$ cat config.mk
export PLATFORM = sky130hd
export DESIGN_NAME = cmm_ctrl_regs
export DESIGN_NICKNAME = d
export VERILOG_FILES = /design/src/core/cmm_pkg.sv /design/src/core/cmm_gpr_ram.sv /design/src/core/cmm_ctrl_regs.sv
export VERILOG_INCLUDE_DIRS = /design/src /design/src/core
export SDC_FILE = /design/constraint.sdc
export NUM_CORES = 1
export LEC_CHECK = 0
export ABC_AREA = 1
export BUFFER_PORTS_ARGS = -buffer_cell sky130_fd_sc_hd__clkbuf_2
export CAP_MARGIN = 20
export CORE_ASPECT_RATIO = 0.6
export CORE_MARGIN = 2
export CORE_UTILIZATION = 50
export CTS_BUF_LIST = sky130_fd_sc_hd__clkbuf_2
export DETAILED_ROUTE_END_ITERATION = 10
export HOLD_SLACK_MARGIN = 0.03
export PLACE_DENSITY = 0.77
export SYNTH_ARGS = -nofsm -noshare
export SYNTH_HDL_FRONTEND = slang
export SYNTH_SLANG_ARGS = --single-unit
$ cat constraint.sdc
create_clock -name clk -period 1.9 [get_ports clk]
set_input_delay 0.19 -clock clk [delete_from_list [all_inputs] [get_ports clk]]
set_output_delay 0.19 -clock clk [all_outputs]
set_load 0.02 [all_outputs]
$ cat src/core/cmm_map.svh
// Address map, register offsets, field positions and reset values of the control block
`ifndef CMM_MAP_SVH
`define CMM_MAP_SVH
`define CMM_OFF_PSW 12'h000
`define CMM_OFF_SP 12'h004
`define CMM_OFF_PC 12'h008
`define CMM_OFF_CFG 12'h00C
`define CMM_PSW_RST 8'h02
`define CMM_SP_RST 16'h0000
`define CMM_PC_RST 16'h0000
`define CMM_CFG_RST 8'h06
`define CMM_B_GIE 7
`define CMM_B_Z 6
`define CMM_B_BSH 5
`define CMM_B_HC 4
`define CMM_B_BSL 3
`define CMM_B_ZERO 2
`define CMM_B_INSV 1
`define CMM_B_CARRY 0
`define CMM_VEC_LO 16'h0000
`define CMM_VEC_HI 16'h0001
`define CMM_DBG_LO 16'h0085
`define CMM_DBG_HI 16'h008E
`define CMM_DBGM_LO 16'h1085
`define CMM_DBGM_HI 16'h108E
`define CMM_EDGE 16'h7FFF
`define CMM_WIN_LO 16'h8000
`define CMM_WIN_HI 16'hBFFF
`define CMM_PHYS_WIN 17'h0_8000
`define CMM_EXP_HI 16'hF7FF
`define CMM_EXP_LO3 16'hF400
`define CMM_EXP_LO4 16'hF000
`define CMM_EXP_LO5 16'hE800
`define CMM_EXP_LO6 16'hE000
`define CMM_HS_LO_S 16'hFC00
`define CMM_HS_LO 16'hFB00
`define CMM_HS_HI 16'hFEFF
`define CMM_GPR_LO 16'hFEE0
`define CMM_SFR_LO 16'hFF00
`define CMM_ROM_TOP0 16'h3FFF
`define CMM_ROM_TOP1 16'h5FFF
`define CMM_ROM_TOP2 16'h7FFF
`define CMM_ROM_TOP3 16'hBFFF
`define CMM_ROM_TOP4 16'hEFFF
`define CMM_NBANK5 3'h4
`define CMM_NBANK6 3'h6
`define CMM_VAR_BANK4 3'h5
`define CMM_VAR_DBG 3'h6
`define CMM_VAR_EXP 3'h3
`endif

$ cat src/core/cmm_pkg.sv
// Types shared by the control block files
package cmm_pkg;
    typedef enum logic [3:0] {
        CMM_VEC_RD_LO = 4'b0001,
        CMM_VEC_RD_HI = 4'b0010,
        CMM_VEC_LOAD = 4'b0100,
        CMM_RUN = 4'b1000
    } cmm_boot_e;
    typedef enum logic [2:0] {
        CMM_RG_NONE = 3'h0,
        CMM_RG_ROM = 3'h1,
        CMM_RG_DBG = 3'h2,
        CMM_RG_BANK = 3'h3,
        CMM_RG_EXP = 3'h4,
        CMM_RG_HS = 3'h5,
        CMM_RG_GPR = 3'h6,
        CMM_RG_SFR = 3'h7
    } cmm_region_e;
endpackage

$ cat src/core/cmm_gpr_ram.sv
// General register bank storage, 4 banks of 8 bytes, registered read
`timescale 1ns/100ps
module cmm_gpr_ram (
    input wire logic clk, // System clock
    input wire logic we, // Write strobe
    input wire logic [4:0] addr, // Bank and register index
    input wire logic [7:0] wdata, // Write data
    output logic [7:0] rdata_q // Read data, one cycle after addr
);
    logic [7:0] mem [0:31];

    always_ff @(posedge clk) begin
        if (we) begin
            mem[addr] <= wdata;
        end
    end

    always_ff @(posedge clk) begin
        rdata_q <= mem[addr];
    end
endmodule

$ cat src/core/cmm_ctrl_regs.sv
// Address decode, status word, stack pointer and program counter of the CPU
//
// The register offsets and register access over APB were left to the implementer.
`timescale 1ns/100ps
`include "cmm_map.svh"
module cmm_ctrl_regs import cmm_pkg::*; (
    input wire logic clk, // 25 MHz clock
    input wire logic reset_n, // Synchronous reset
    input wire logic psel, // APB select
    input wire logic penable, // APB enable
    input wire logic pwrite, // APB direction
    input wire logic [11:0] paddr, // APB byte address
    input wire logic [31:0] pwdata, // APB write data
    output logic [31:0] prdata_q, // APB read data
    output logic pready_q, // APB ready
    output logic pslverr_q, // APB error
    output logic vec_rd_q, // Vector read strobe
    output logic [15:0] vec_addr_q, // Vector read address
    input wire logic [7:0] vec_data, // Vector byte, same cycle as strobe
    output logic run_q, // CPU may run
    input wire logic cpu_req, // Address decode request
    input wire logic cpu_fetch, // Request is an instruction fetch
    input wire logic cpu_cont, // Byte continues previous instruction
    input wire logic [15:0] cpu_addr, // Logical address
    output logic dec_valid_q, // Decode result valid
    output logic [2:0] region_q, // Region code
    output logic [16:0] phys_q, // Physical code address
    output logic fault_q, // Illegal access
    input wire logic pc_adv, // Advance program counter
    input wire logic [2:0] pc_len, // Instruction length
    input wire logic branch, // Branch taken
    input wire logic [15:0] branch_target, // Branch target
    output logic [15:0] pc_q, // Program counter
    input wire logic flag_we, // Update result flags
    input wire logic [7:0] alu_result, // Operation result
    input wire logic alu_c3, // Carry or borrow at bit 3
    input wire logic alu_cy, // Carry, shift-out or bit value
    input wire logic mask_all_instruction, // Clear enable
    input wire logic unmask_all_instruction, // Set enable
    input wire logic register_bank_switch_instruction, // Select bank
    input wire logic [1:0] bank_val, // Bank to select
    input wire logic psw_push, // Push status word
    input wire logic psw_restore, // Pop or return restores status
    input wire logic [7:0] psw_pop_data, // Status read from stack
    input wire logic stk_push, // Other one-byte push
    input wire logic stk_pop, // Other one-byte pop
    input wire logic irq_req, // Maskable request
    input wire logic irq_low, // Request is low priority
    output logic irq_take_q, // Request accepted
    output logic [7:0] processor_status_word, // Status word
    output logic [15:0] stack_pointer, // Stack pointer
    output logic stk_we_q, // Status save strobe
    output logic [15:0] stk_addr_q, // Stack byte address
    output logic [7:0] stk_wdata_q, // Saved status
    output logic stk_err_q, // Stack outside high-speed RAM
    input wire logic gpr_we, // General register write
    input wire logic [2:0] gpr_idx, // Register in bank
    input wire logic [7:0] gpr_wdata, // Register write data
    output logic [7:0] gpr_rdata_q // Register read data
);
    logic [7:0] psw_q;
    logic [15:0] sp_q;
    logic [7:0] cfg_q;
    logic [7:0] vec_lo_q;
    logic edge_q;
    cmm_boot_e state_q;
    cmm_region_e region_d;
    logic [15:0] hs_lo, exp_lo, rom_top, sp_dec;
    logic [2:0] nbanks, variant, bank;
    logic has_exp, banked, boot_swap, straddle, fault_d, push_any, pop_any;
    logic setup, acc, wr_psw, wr_sp, wr_cfg;

    assign variant = cfg_q[2:0];
    assign boot_swap = cfg_q[3];
    assign bank = cfg_q[6:4];
    assign processor_status_word = psw_q;
    assign stack_pointer = sp_q;
    assign push_any = psw_push | irq_take_q | stk_push;
    assign pop_any = psw_restore | stk_pop;
    assign sp_dec = sp_q - 16'h0001;

    ////////////////////////////////////////////////////////////////////////
    // APB slave, one access cycle
    assign setup = psel & ~penable;
    assign acc = psel & penable & pready_q;
    assign wr_psw = acc & pwrite & (paddr == `CMM_OFF_PSW);
    assign wr_sp = acc & pwrite & (paddr == `CMM_OFF_SP);
    assign wr_cfg = acc & pwrite & (paddr == `CMM_OFF_CFG);

    always_ff @(posedge clk) begin
        if (!reset_n) begin
            pready_q <= 1'b0;
            pslverr_q <= 1'b0;
            prdata_q <= 32'h0000_0000;
        end else begin
            pready_q <= setup;
            pslverr_q <= 1'b0;
            if (setup) begin
                prdata_q <= 32'h0000_0000;
                unique case (paddr)
                    `CMM_OFF_PSW: prdata_q[7:0] <= psw_q;
                    `CMM_OFF_SP: prdata_q[15:0] <= sp_q;
                    `CMM_OFF_PC: begin
                        prdata_q[15:0] <= pc_q;
                        pslverr_q <= pwrite;
                    end
                    `CMM_OFF_CFG: prdata_q[7:0] <= cfg_q;
                    default: pslverr_q <= 1'b1;
                endcase
            end
        end
    end

    always_ff @(posedge clk) begin
        if (!reset_n) begin
            cfg_q <= `CMM_CFG_RST;
        end else if (wr_cfg) begin
            cfg_q <= {1'b0, pwdata[6:0]};
        end
    end

    ////////////////////////////////////////////////////////////////////////
    // Reset vector fetch
    always_ff @(posedge clk) begin
        if (!reset_n) begin
            state_q <= CMM_VEC_RD_LO;
            vec_rd_q <= 1'b0;
            vec_addr_q <= `CMM_VEC_LO;
            vec_lo_q <= 8'h00;
            run_q <= 1'b0;
        end else begin
            unique case (state_q)
                CMM_VEC_RD_LO: begin
                    vec_rd_q <= 1'b1;
                    vec_addr_q <= `CMM_VEC_LO;
                    state_q <= CMM_VEC_RD_HI;
                end
                CMM_VEC_RD_HI: begin
                    vec_addr_q <= `CMM_VEC_HI;
                    vec_lo_q <= vec_data;
                    state_q <= CMM_VEC_LOAD;
                end
                CMM_VEC_LOAD: begin
                    vec_rd_q <= 1'b0;
                    state_q <= CMM_RUN;
                    run_q <= 1'b1;
                end
                CMM_RUN: begin
                    vec_rd_q <= 1'b0;
                end
            endcase
        end
    end

    ////////////////////////////////////////////////////////////////////////
    // Program counter
    always_ff @(posedge clk) begin
        if (!reset_n) begin
            pc_q <= `CMM_PC_RST;
        end else if (state_q == CMM_VEC_LOAD) begin
            pc_q <= {vec_data, vec_lo_q};
        end else if (branch) begin
            pc_q <= branch_target;
        end else if (pc_adv) begin
            pc_q <= pc_q + {13'h0000, pc_len};
        end
    end

    ////////////////////////////////////////////////////////////////////////
    // Status word; later assignments win
    always_ff @(posedge clk) begin
        if (!reset_n) begin
            psw_q <= `CMM_PSW_RST;
        end else begin
            if (wr_psw) begin
                psw_q <= pwdata[7:0];
            end
            if (psw_restore) begin
                psw_q <= psw_pop_data;
            end
            if (flag_we) begin
                psw_q[`CMM_B_Z] <= (alu_result == 8'h00);
                psw_q[`CMM_B_HC] <= alu_c3;
                psw_q[`CMM_B_CARRY] <= alu_cy;
            end
            if (register_bank_switch_instruction) begin
                psw_q[`CMM_B_BSH] <= bank_val[1];
                psw_q[`CMM_B_BSL] <= bank_val[0];
            end
            if (unmask_all_instruction) begin
                psw_q[`CMM_B_GIE] <= 1'b1;
            end
            if (mask_all_instruction | irq_take_q) begin
                psw_q[`CMM_B_GIE] <= 1'b0;
            end
            psw_q[`CMM_B_ZERO] <= 1'b0;
        end
    end

    ////////////////////////////////////////////////////////////////////////
    // Interrupt acceptance
    always_ff @(posedge clk) begin
        if (!reset_n) begin
            irq_take_q <= 1'b0;
        end else begin
            irq_take_q <= run_q & irq_req & ~irq_take_q & psw_q[`CMM_B_GIE]
                & (psw_q[`CMM_B_INSV] | ~irq_low);
        end
    end

    ////////////////////////////////////////////////////////////////////////
    // Stack pointer and status save
    always_ff @(posedge clk) begin
        if (!reset_n) begin
            sp_q <= `CMM_SP_RST;
            stk_we_q <= 1'b0;
            stk_addr_q <= `CMM_SP_RST;
            stk_wdata_q <= 8'h00;
            stk_err_q <= 1'b0;
        end else begin
            stk_we_q <= psw_push | irq_take_q;
            stk_wdata_q <= psw_q;
            stk_err_q <= 1'b0;
            if (wr_sp) begin
                sp_q <= pwdata[15:0];
            end
            if (push_any) begin
                sp_q <= sp_dec;
                stk_addr_q <= sp_dec;
                stk_err_q <= (sp_dec < hs_lo) | (sp_dec > `CMM_HS_HI);
            end else if (pop_any) begin
                sp_q <= sp_q + 16'h0001;
                stk_addr_q <= sp_q;
                stk_err_q <= (sp_q < hs_lo) | (sp_q > `CMM_HS_HI);
            end
        end
    end

    ////////////////////////////////////////////////////////////////////////
    // Address decode
    always_comb begin
        hs_lo = (variant == 3'h0) ? `CMM_HS_LO_S : `CMM_HS_LO;
        has_exp = (variant >= `CMM_VAR_EXP);
        banked = (variant >= `CMM_VAR_BANK4);
        nbanks = (variant == `CMM_VAR_BANK4) ? `CMM_NBANK5 : `CMM_NBANK6;
        unique case (variant)
            3'h0: rom_top = `CMM_ROM_TOP0;
            3'h1: rom_top = `CMM_ROM_TOP1;
            3'h2: rom_top = `CMM_ROM_TOP2;
            3'h3: rom_top = `CMM_ROM_TOP3;
            3'h4: rom_top = `CMM_ROM_TOP4;
            default: rom_top = `CMM_ROM_TOP2;
        endcase
        unique case (variant)
            3'h3: exp_lo = `CMM_EXP_LO3;
            3'h4: exp_lo = `CMM_EXP_LO4;
            3'h5: exp_lo = `CMM_EXP_LO5;
            default: exp_lo = `CMM_EXP_LO6;
        endcase
        region_d = CMM_RG_NONE;
        if (cpu_addr >= `CMM_SFR_LO) begin
            region_d = CMM_RG_SFR;
        end else if (cpu_addr >= `CMM_GPR_LO) begin
            region_d = CMM_RG_GPR;
        end else if (cpu_addr >= hs_lo) begin
            region_d = CMM_RG_HS;
        end else if (has_exp && cpu_addr >= exp_lo && cpu_addr <= `CMM_EXP_HI) begin
            region_d = CMM_RG_EXP;
        end else if (variant == `CMM_VAR_DBG && ((cpu_addr >= `CMM_DBG_LO
                && cpu_addr <= `CMM_DBG_HI) || (boot_swap && cpu_addr >= `CMM_DBGM_LO
                && cpu_addr <= `CMM_DBGM_HI))) begin
            region_d = CMM_RG_DBG;
        end else if (banked && cpu_addr >= `CMM_WIN_LO && cpu_addr <= `CMM_WIN_HI) begin
            region_d = CMM_RG_BANK;
        end else if (cpu_addr <= rom_top) begin
            region_d = CMM_RG_ROM;
        end
        straddle = cpu_fetch & cpu_cont & edge_q & (cpu_addr == `CMM_WIN_LO)
            & banked & (bank != 3'h0);
        fault_d = (region_d == CMM_RG_NONE)
            | ((region_d == CMM_RG_BANK) & (bank >= nbanks))
            | (cpu_fetch & (region_d == CMM_RG_GPR))
            | straddle;
    end

    always_ff @(posedge clk) begin
        if (!reset_n) begin
            dec_valid_q <= 1'b0;
            region_q <= CMM_RG_NONE;
            phys_q <= 17'h0_0000;
            fault_q <= 1'b0;
            edge_q <= 1'b0;
        end else begin
            dec_valid_q <= cpu_req;
            if (cpu_req) begin
                region_q <= region_d;
                fault_q <= fault_d;
                phys_q <= (region_d == CMM_RG_BANK)
                    ? `CMM_PHYS_WIN + {bank, cpu_addr[13:0]}
                    : {1'b0, cpu_addr};
                if (cpu_fetch) begin
                    edge_q <= (cpu_addr == `CMM_EDGE);
                end
            end
        end
    end

    cmm_gpr_ram u_gpr (
        .clk(clk),
        .we(gpr_we),
        .addr({psw_q[`CMM_B_BSH], psw_q[`CMM_B_BSL], gpr_idx}),
        .wdata(gpr_wdata),
        .rdata_q(gpr_rdata_q)
    );

    ////////////////////////////////////////////////////////////////////////
    // Checks
    psw_reset_a: assert property (@(posedge clk)
        !reset_n |=> psw_q == `CMM_PSW_RST) else $error("status reset value wrong");
    vec_load_a: assert property (@(posedge clk) disable iff (!reset_n)
        state_q == CMM_VEC_LOAD |=> pc_q == {$past(vec_data), $past(vec_lo_q)})
        else $error("vector not loaded");
    gie_refuse_a: assert property (@(posedge clk) disable iff (!reset_n)
        !psw_q[`CMM_B_GIE] |=> !irq_take_q) else $error("request taken while disabled");
    low_prio_a: assert property (@(posedge clk) disable iff (!reset_n)
        irq_take_q |-> $past(psw_q[`CMM_B_INSV] | ~irq_low)) else $error("low priority taken");
    gie_clear_a: assert property (@(posedge clk) disable iff (!reset_n)
        (irq_take_q | mask_all_instruction) |=> !psw_q[`CMM_B_GIE]) else $error("enable kept");
    zero_flag_a: assert property (@(posedge clk) disable iff (!reset_n)
        flag_we |=> psw_q[`CMM_B_Z] == ($past(alu_result) == 8'h00)) else $error("zero flag");
    carry_flags_a: assert property (@(posedge clk) disable iff (!reset_n)
        flag_we |=> psw_q[`CMM_B_HC] == $past(alu_c3) && psw_q[`CMM_B_CARRY] == $past(alu_cy))
        else $error("carry flags wrong");
    sp_push_a: assert property (@(posedge clk) disable iff (!reset_n)
        push_any |=> sp_q == $past(sp_q) - 16'h0001 && stk_addr_q == sp_q)
        else $error("stack predecrement wrong");
    pc_adv_a: assert property (@(posedge clk) disable iff (!reset_n)
        run_q && pc_adv && !branch |=> pc_q == $past(pc_q) + {13'h0000, $past(pc_len)})
        else $error("pc advance wrong");
    gpr_fetch_a: assert property (@(posedge clk) disable iff (!reset_n)
        cpu_req && cpu_fetch && region_d == CMM_RG_GPR |=> fault_q && dec_valid_q)
        else $error("register area fetch allowed");
    bank_map_a: assert property (@(posedge clk) disable iff (!reset_n)
        cpu_req && region_d == CMM_RG_BANK |=> phys_q[16:14] == $past(bank) + 3'h2)
        else $error("bank mapping wrong");
    straddle_a: assert property (@(posedge clk) disable iff (!reset_n)
        cpu_req && straddle |=> fault_q) else $error("straddle not refused");
    irq_cov: cover property (@(posedge clk) disable iff (!reset_n) irq_take_q ##1 stk_we_q);
    bank_cov: cover property (@(posedge clk) disable iff (!reset_n)
        dec_valid_q && region_q == CMM_RG_BANK && !fault_q);
    boot_cov: cover property (@(posedge clk) disable iff (!reset_n) $rose(run_q));
endmodule

==> flow_summary.toml <==
[outcome]
status = "complete, but fails checks"
violations = "setup timing"

[placement]
dpl_worst_slack_ps = -233
gp_congestion = 1.02
hpwlAfterDp_um = 40800
port_buffers = 237

[floorplan]
initial_core_util_pct = 51.1
coreArea_um2 = 34000
rows = 52
dieWidth_um = 245
io_pins = 288
die_h_um = 148
die-area_um2 = 36300

[detailed_routing]
ant_nets = 0
vias = 16900
dr.pass1.iters = 6
remaining_drc_errors = 0
drt_first_iter_violations = 2554
drt-total-wl_um = 62600
wl_per_cell_um = 21.2
via_per_inst = 5.73

[synthesis]
synthCells = 1720
synth-seq-cells = 392
synth-compound-area-share_pct = 15.4
ys_types = 54
synth_warnings = 0
yosys.area_share.adder_pct = 1.63
synth_top_family_by_area = "compound AO/OA/AOI/OAI gates"
synthXorXnorAreaFrac_pct = 0.958
synthMuxAreaShare_pct = 0.0576
syn_area_um2 = 17400
ys_seq_area_share_pct = 60.0
synth_simple_gate_area_share_pct = 14.9
avgSynthCellArea_um2 = 10.1

[critical_path]
arrival_ps = 3100
start_kind = "register"
critPathKind = "reg -> reg"
required_ps = 2910
worstPathMaxFanout = 3
cp-end-kind = "register"

[final_layout]
area_growth_pct = 39.7
drive_gt1_share_pct = 32.5
layout.nets = 2572

[cts]
numCtsBuffers = 89
cts_tree = "yes"
cts_max_level = 3
clkSinkCount = 392
insertion_delay_ps = 1070
cts_root_buf = "clkbuf_2"
clockBufferDepth = 3
path_clk_slew_ps = 130

[sta]
worst_pin_slew_ps = 873
final.setup.worst_slack_ps = -197
slew_headroom_pct = 41.8
report.final.slew_viol_count = 0
hold_viol = 0
fin_setup_tns_ps = -1460
min_period_ps = 2100
rsz0062_at_grt = "true"
fmax_mhz = 477
setup_viol = 13
clock_skew_ps = 116
fin_crit_sh_pct = 110

[global_route]
grt_use_total_pct = 33.5
grt_first_pass_wirelength_um = 91800
grt_pass1_vias = 16100
overflow = 0
grt_max_degree = 41
antenna_found_initial = 4

[job]
maxCapViolations = 0

[power]
worst_ir_drop_vdd_uv = 510
power_density_nw_per_um2 = 792
total_power_mw = 19.2
power.leakage_nw = 10.1

[worst_hold_path]
hold_path.class = "in -> reg"
[final cells by class]
| class | instances | area, µm² |
|---|---|---|
| clock buffers | 136 | 681 |
| diodes | 3 | 7.51 |
| clock inverters | 27 | 160 |
| repair buffers | 677 | 5340 |
| inverters | 164 | 636 |
| fillers | 2388 | 9710 |
| flip-flops and latches | 392 | 10500 |
| well taps | 459 | 574 |
| multi-input cells | 1087 | 6330 |
[cells in the final DEF, fill, tap and decap left out, types with 10 or more instances in the layout]
master and n:
inv_1 134, a22oi_1 128, nor2_4 18, buf_4 223, nand2_1 250, ha_1 13, nor3_1 16, dfxtp_1 88
nand3_1 71, nor2_2 11, nand4_1 21, o21ai_1 25, clkinv_1 26, nand3_2 10, dlygate4sd3_1 197, edfxtp_1 256
o21ai_0 76, inv_2 19, o22ai_1 14, dfxtp_2 24, a31oi_1 14, clkbuf_2 343, clkbuf_8 12, xor2_1 16
nor2_1 119, nand2_2 17, nor4_1 12, dfxtp_4 24, o211ai_1 20, buf_6 20, conb_1 33, a21oi_1 117
[timing repair]
action                                  4_1_cts  5_1_grt
gates resized for setup                     151      112
endpoints found under the setup margin       50      115
pin swaps                                    30       45
endpoints found under the hold margin       616        5
buffers inserted                             21       24
hold buffers                                199        2
[cell usage after synthesis (all sizes together)]
cell type	count	area share, %
ha	21	1.5
a311oi	1	0.050
buf	67	2.5
o21ai	104	3.0
edfxtp	256	44
dfxtp	136	16
nor2	149	3.5
conb	1	0.022
nand3b	1	0.043
clkinv	4	0.086
mux2i	1	0.058
xor2	19	0.96
nand2	272	6.0
fa	1	0.12
o211ai	20	0.86
a211oi	3	0.13
a221oi	1	0.050
nor3	26	1.0
nand4	23	0.95
or2	10	0.37
o41ai	1	0.050
inv	160	3.5
o221a	1	0.065
o21bai	7	0.30
a41oi	6	0.35
a31oi	14	0.50
o22ai	14	0.50
clkbuf	42	0.91
o221ai	9	0.49
nand3	84	2.4
nor4	16	0.61
a22oi	128	5.5
a21oi	122	3.5
[critical path, cell delays in order (launching register included)]
cell,delay (ps)
dfxtp_4,380
ha_4,140
inv_2,40
fa_2,340
inv_2,60
nand2_2,40
nand2_2,90
nand3_4,100
nor2_4,170
nand3_2,120
o21ai_1,140
nand3_1,110
nand3_1,90
nand2_1,60
a21oi_2,130
[power by group]
group          internal (mW)  switching (mW)
clock                   2.17            3.45
combinational           1.61            2.38
sequential              9.38           0.240
total                   13.2            6.06
[metal layers]
layer / vias to the layer above / wire length, µm / track usage (%)
met5: - / 0 / 0
met4: 0 / 2840 / 14.0
met3: 253 / 9020 / 12.6
met2: 1280 / 26200 / 47.0
met1: 7830 / 24500 / 46.5
li1: 7507 / - / -
[logic make-up after synthesis]
logic type | count (synthesis)
mux | 1
compound gates | 431
fa+ha+maj | 22
simple gates | 581
buf+inv | 273
other cells | 1
xor+xnor | 19
flops | 392
[path summary, 6_finish.rpt]
check                                    from                       end  slack, ps  cells past startpoint
worst max-delay path                  pc_q[0]                  pc_q[12]       -200                     14
worst min-delay path            alu_result[7]  processor_status_word[6]         70                      5
worst max register to register        pc_q[0]                  pc_q[12]       -200                     14
worst min register to register     phys_q[14]                phys_q[14]        470                      2
[registers in the layout, indices dropped and copies added (netlist names), 8 cells and up]
register	count
phys_q	17
prdata_q	16
pc_q	16
u_gpr.rdata_q	8
stk_addr_q	16
u_gpr.mem	256
stack_pointer	16
vec_lo_q	8
[stage by stage]
stage,instances,hold slack (ps),util [%],area [µm²]
after floorplan,1752,287,-,17600
final,2945,67.2,71.4,24300
after detailed placement,2545,378,59.9,20300
after global routing,2945,47.5,71.4,24300
after global placement,2545,373,59.9,20300
after CTS,2924,31.4,70.0,23800
Note: power is estimated with default switching activity, not from simulation.
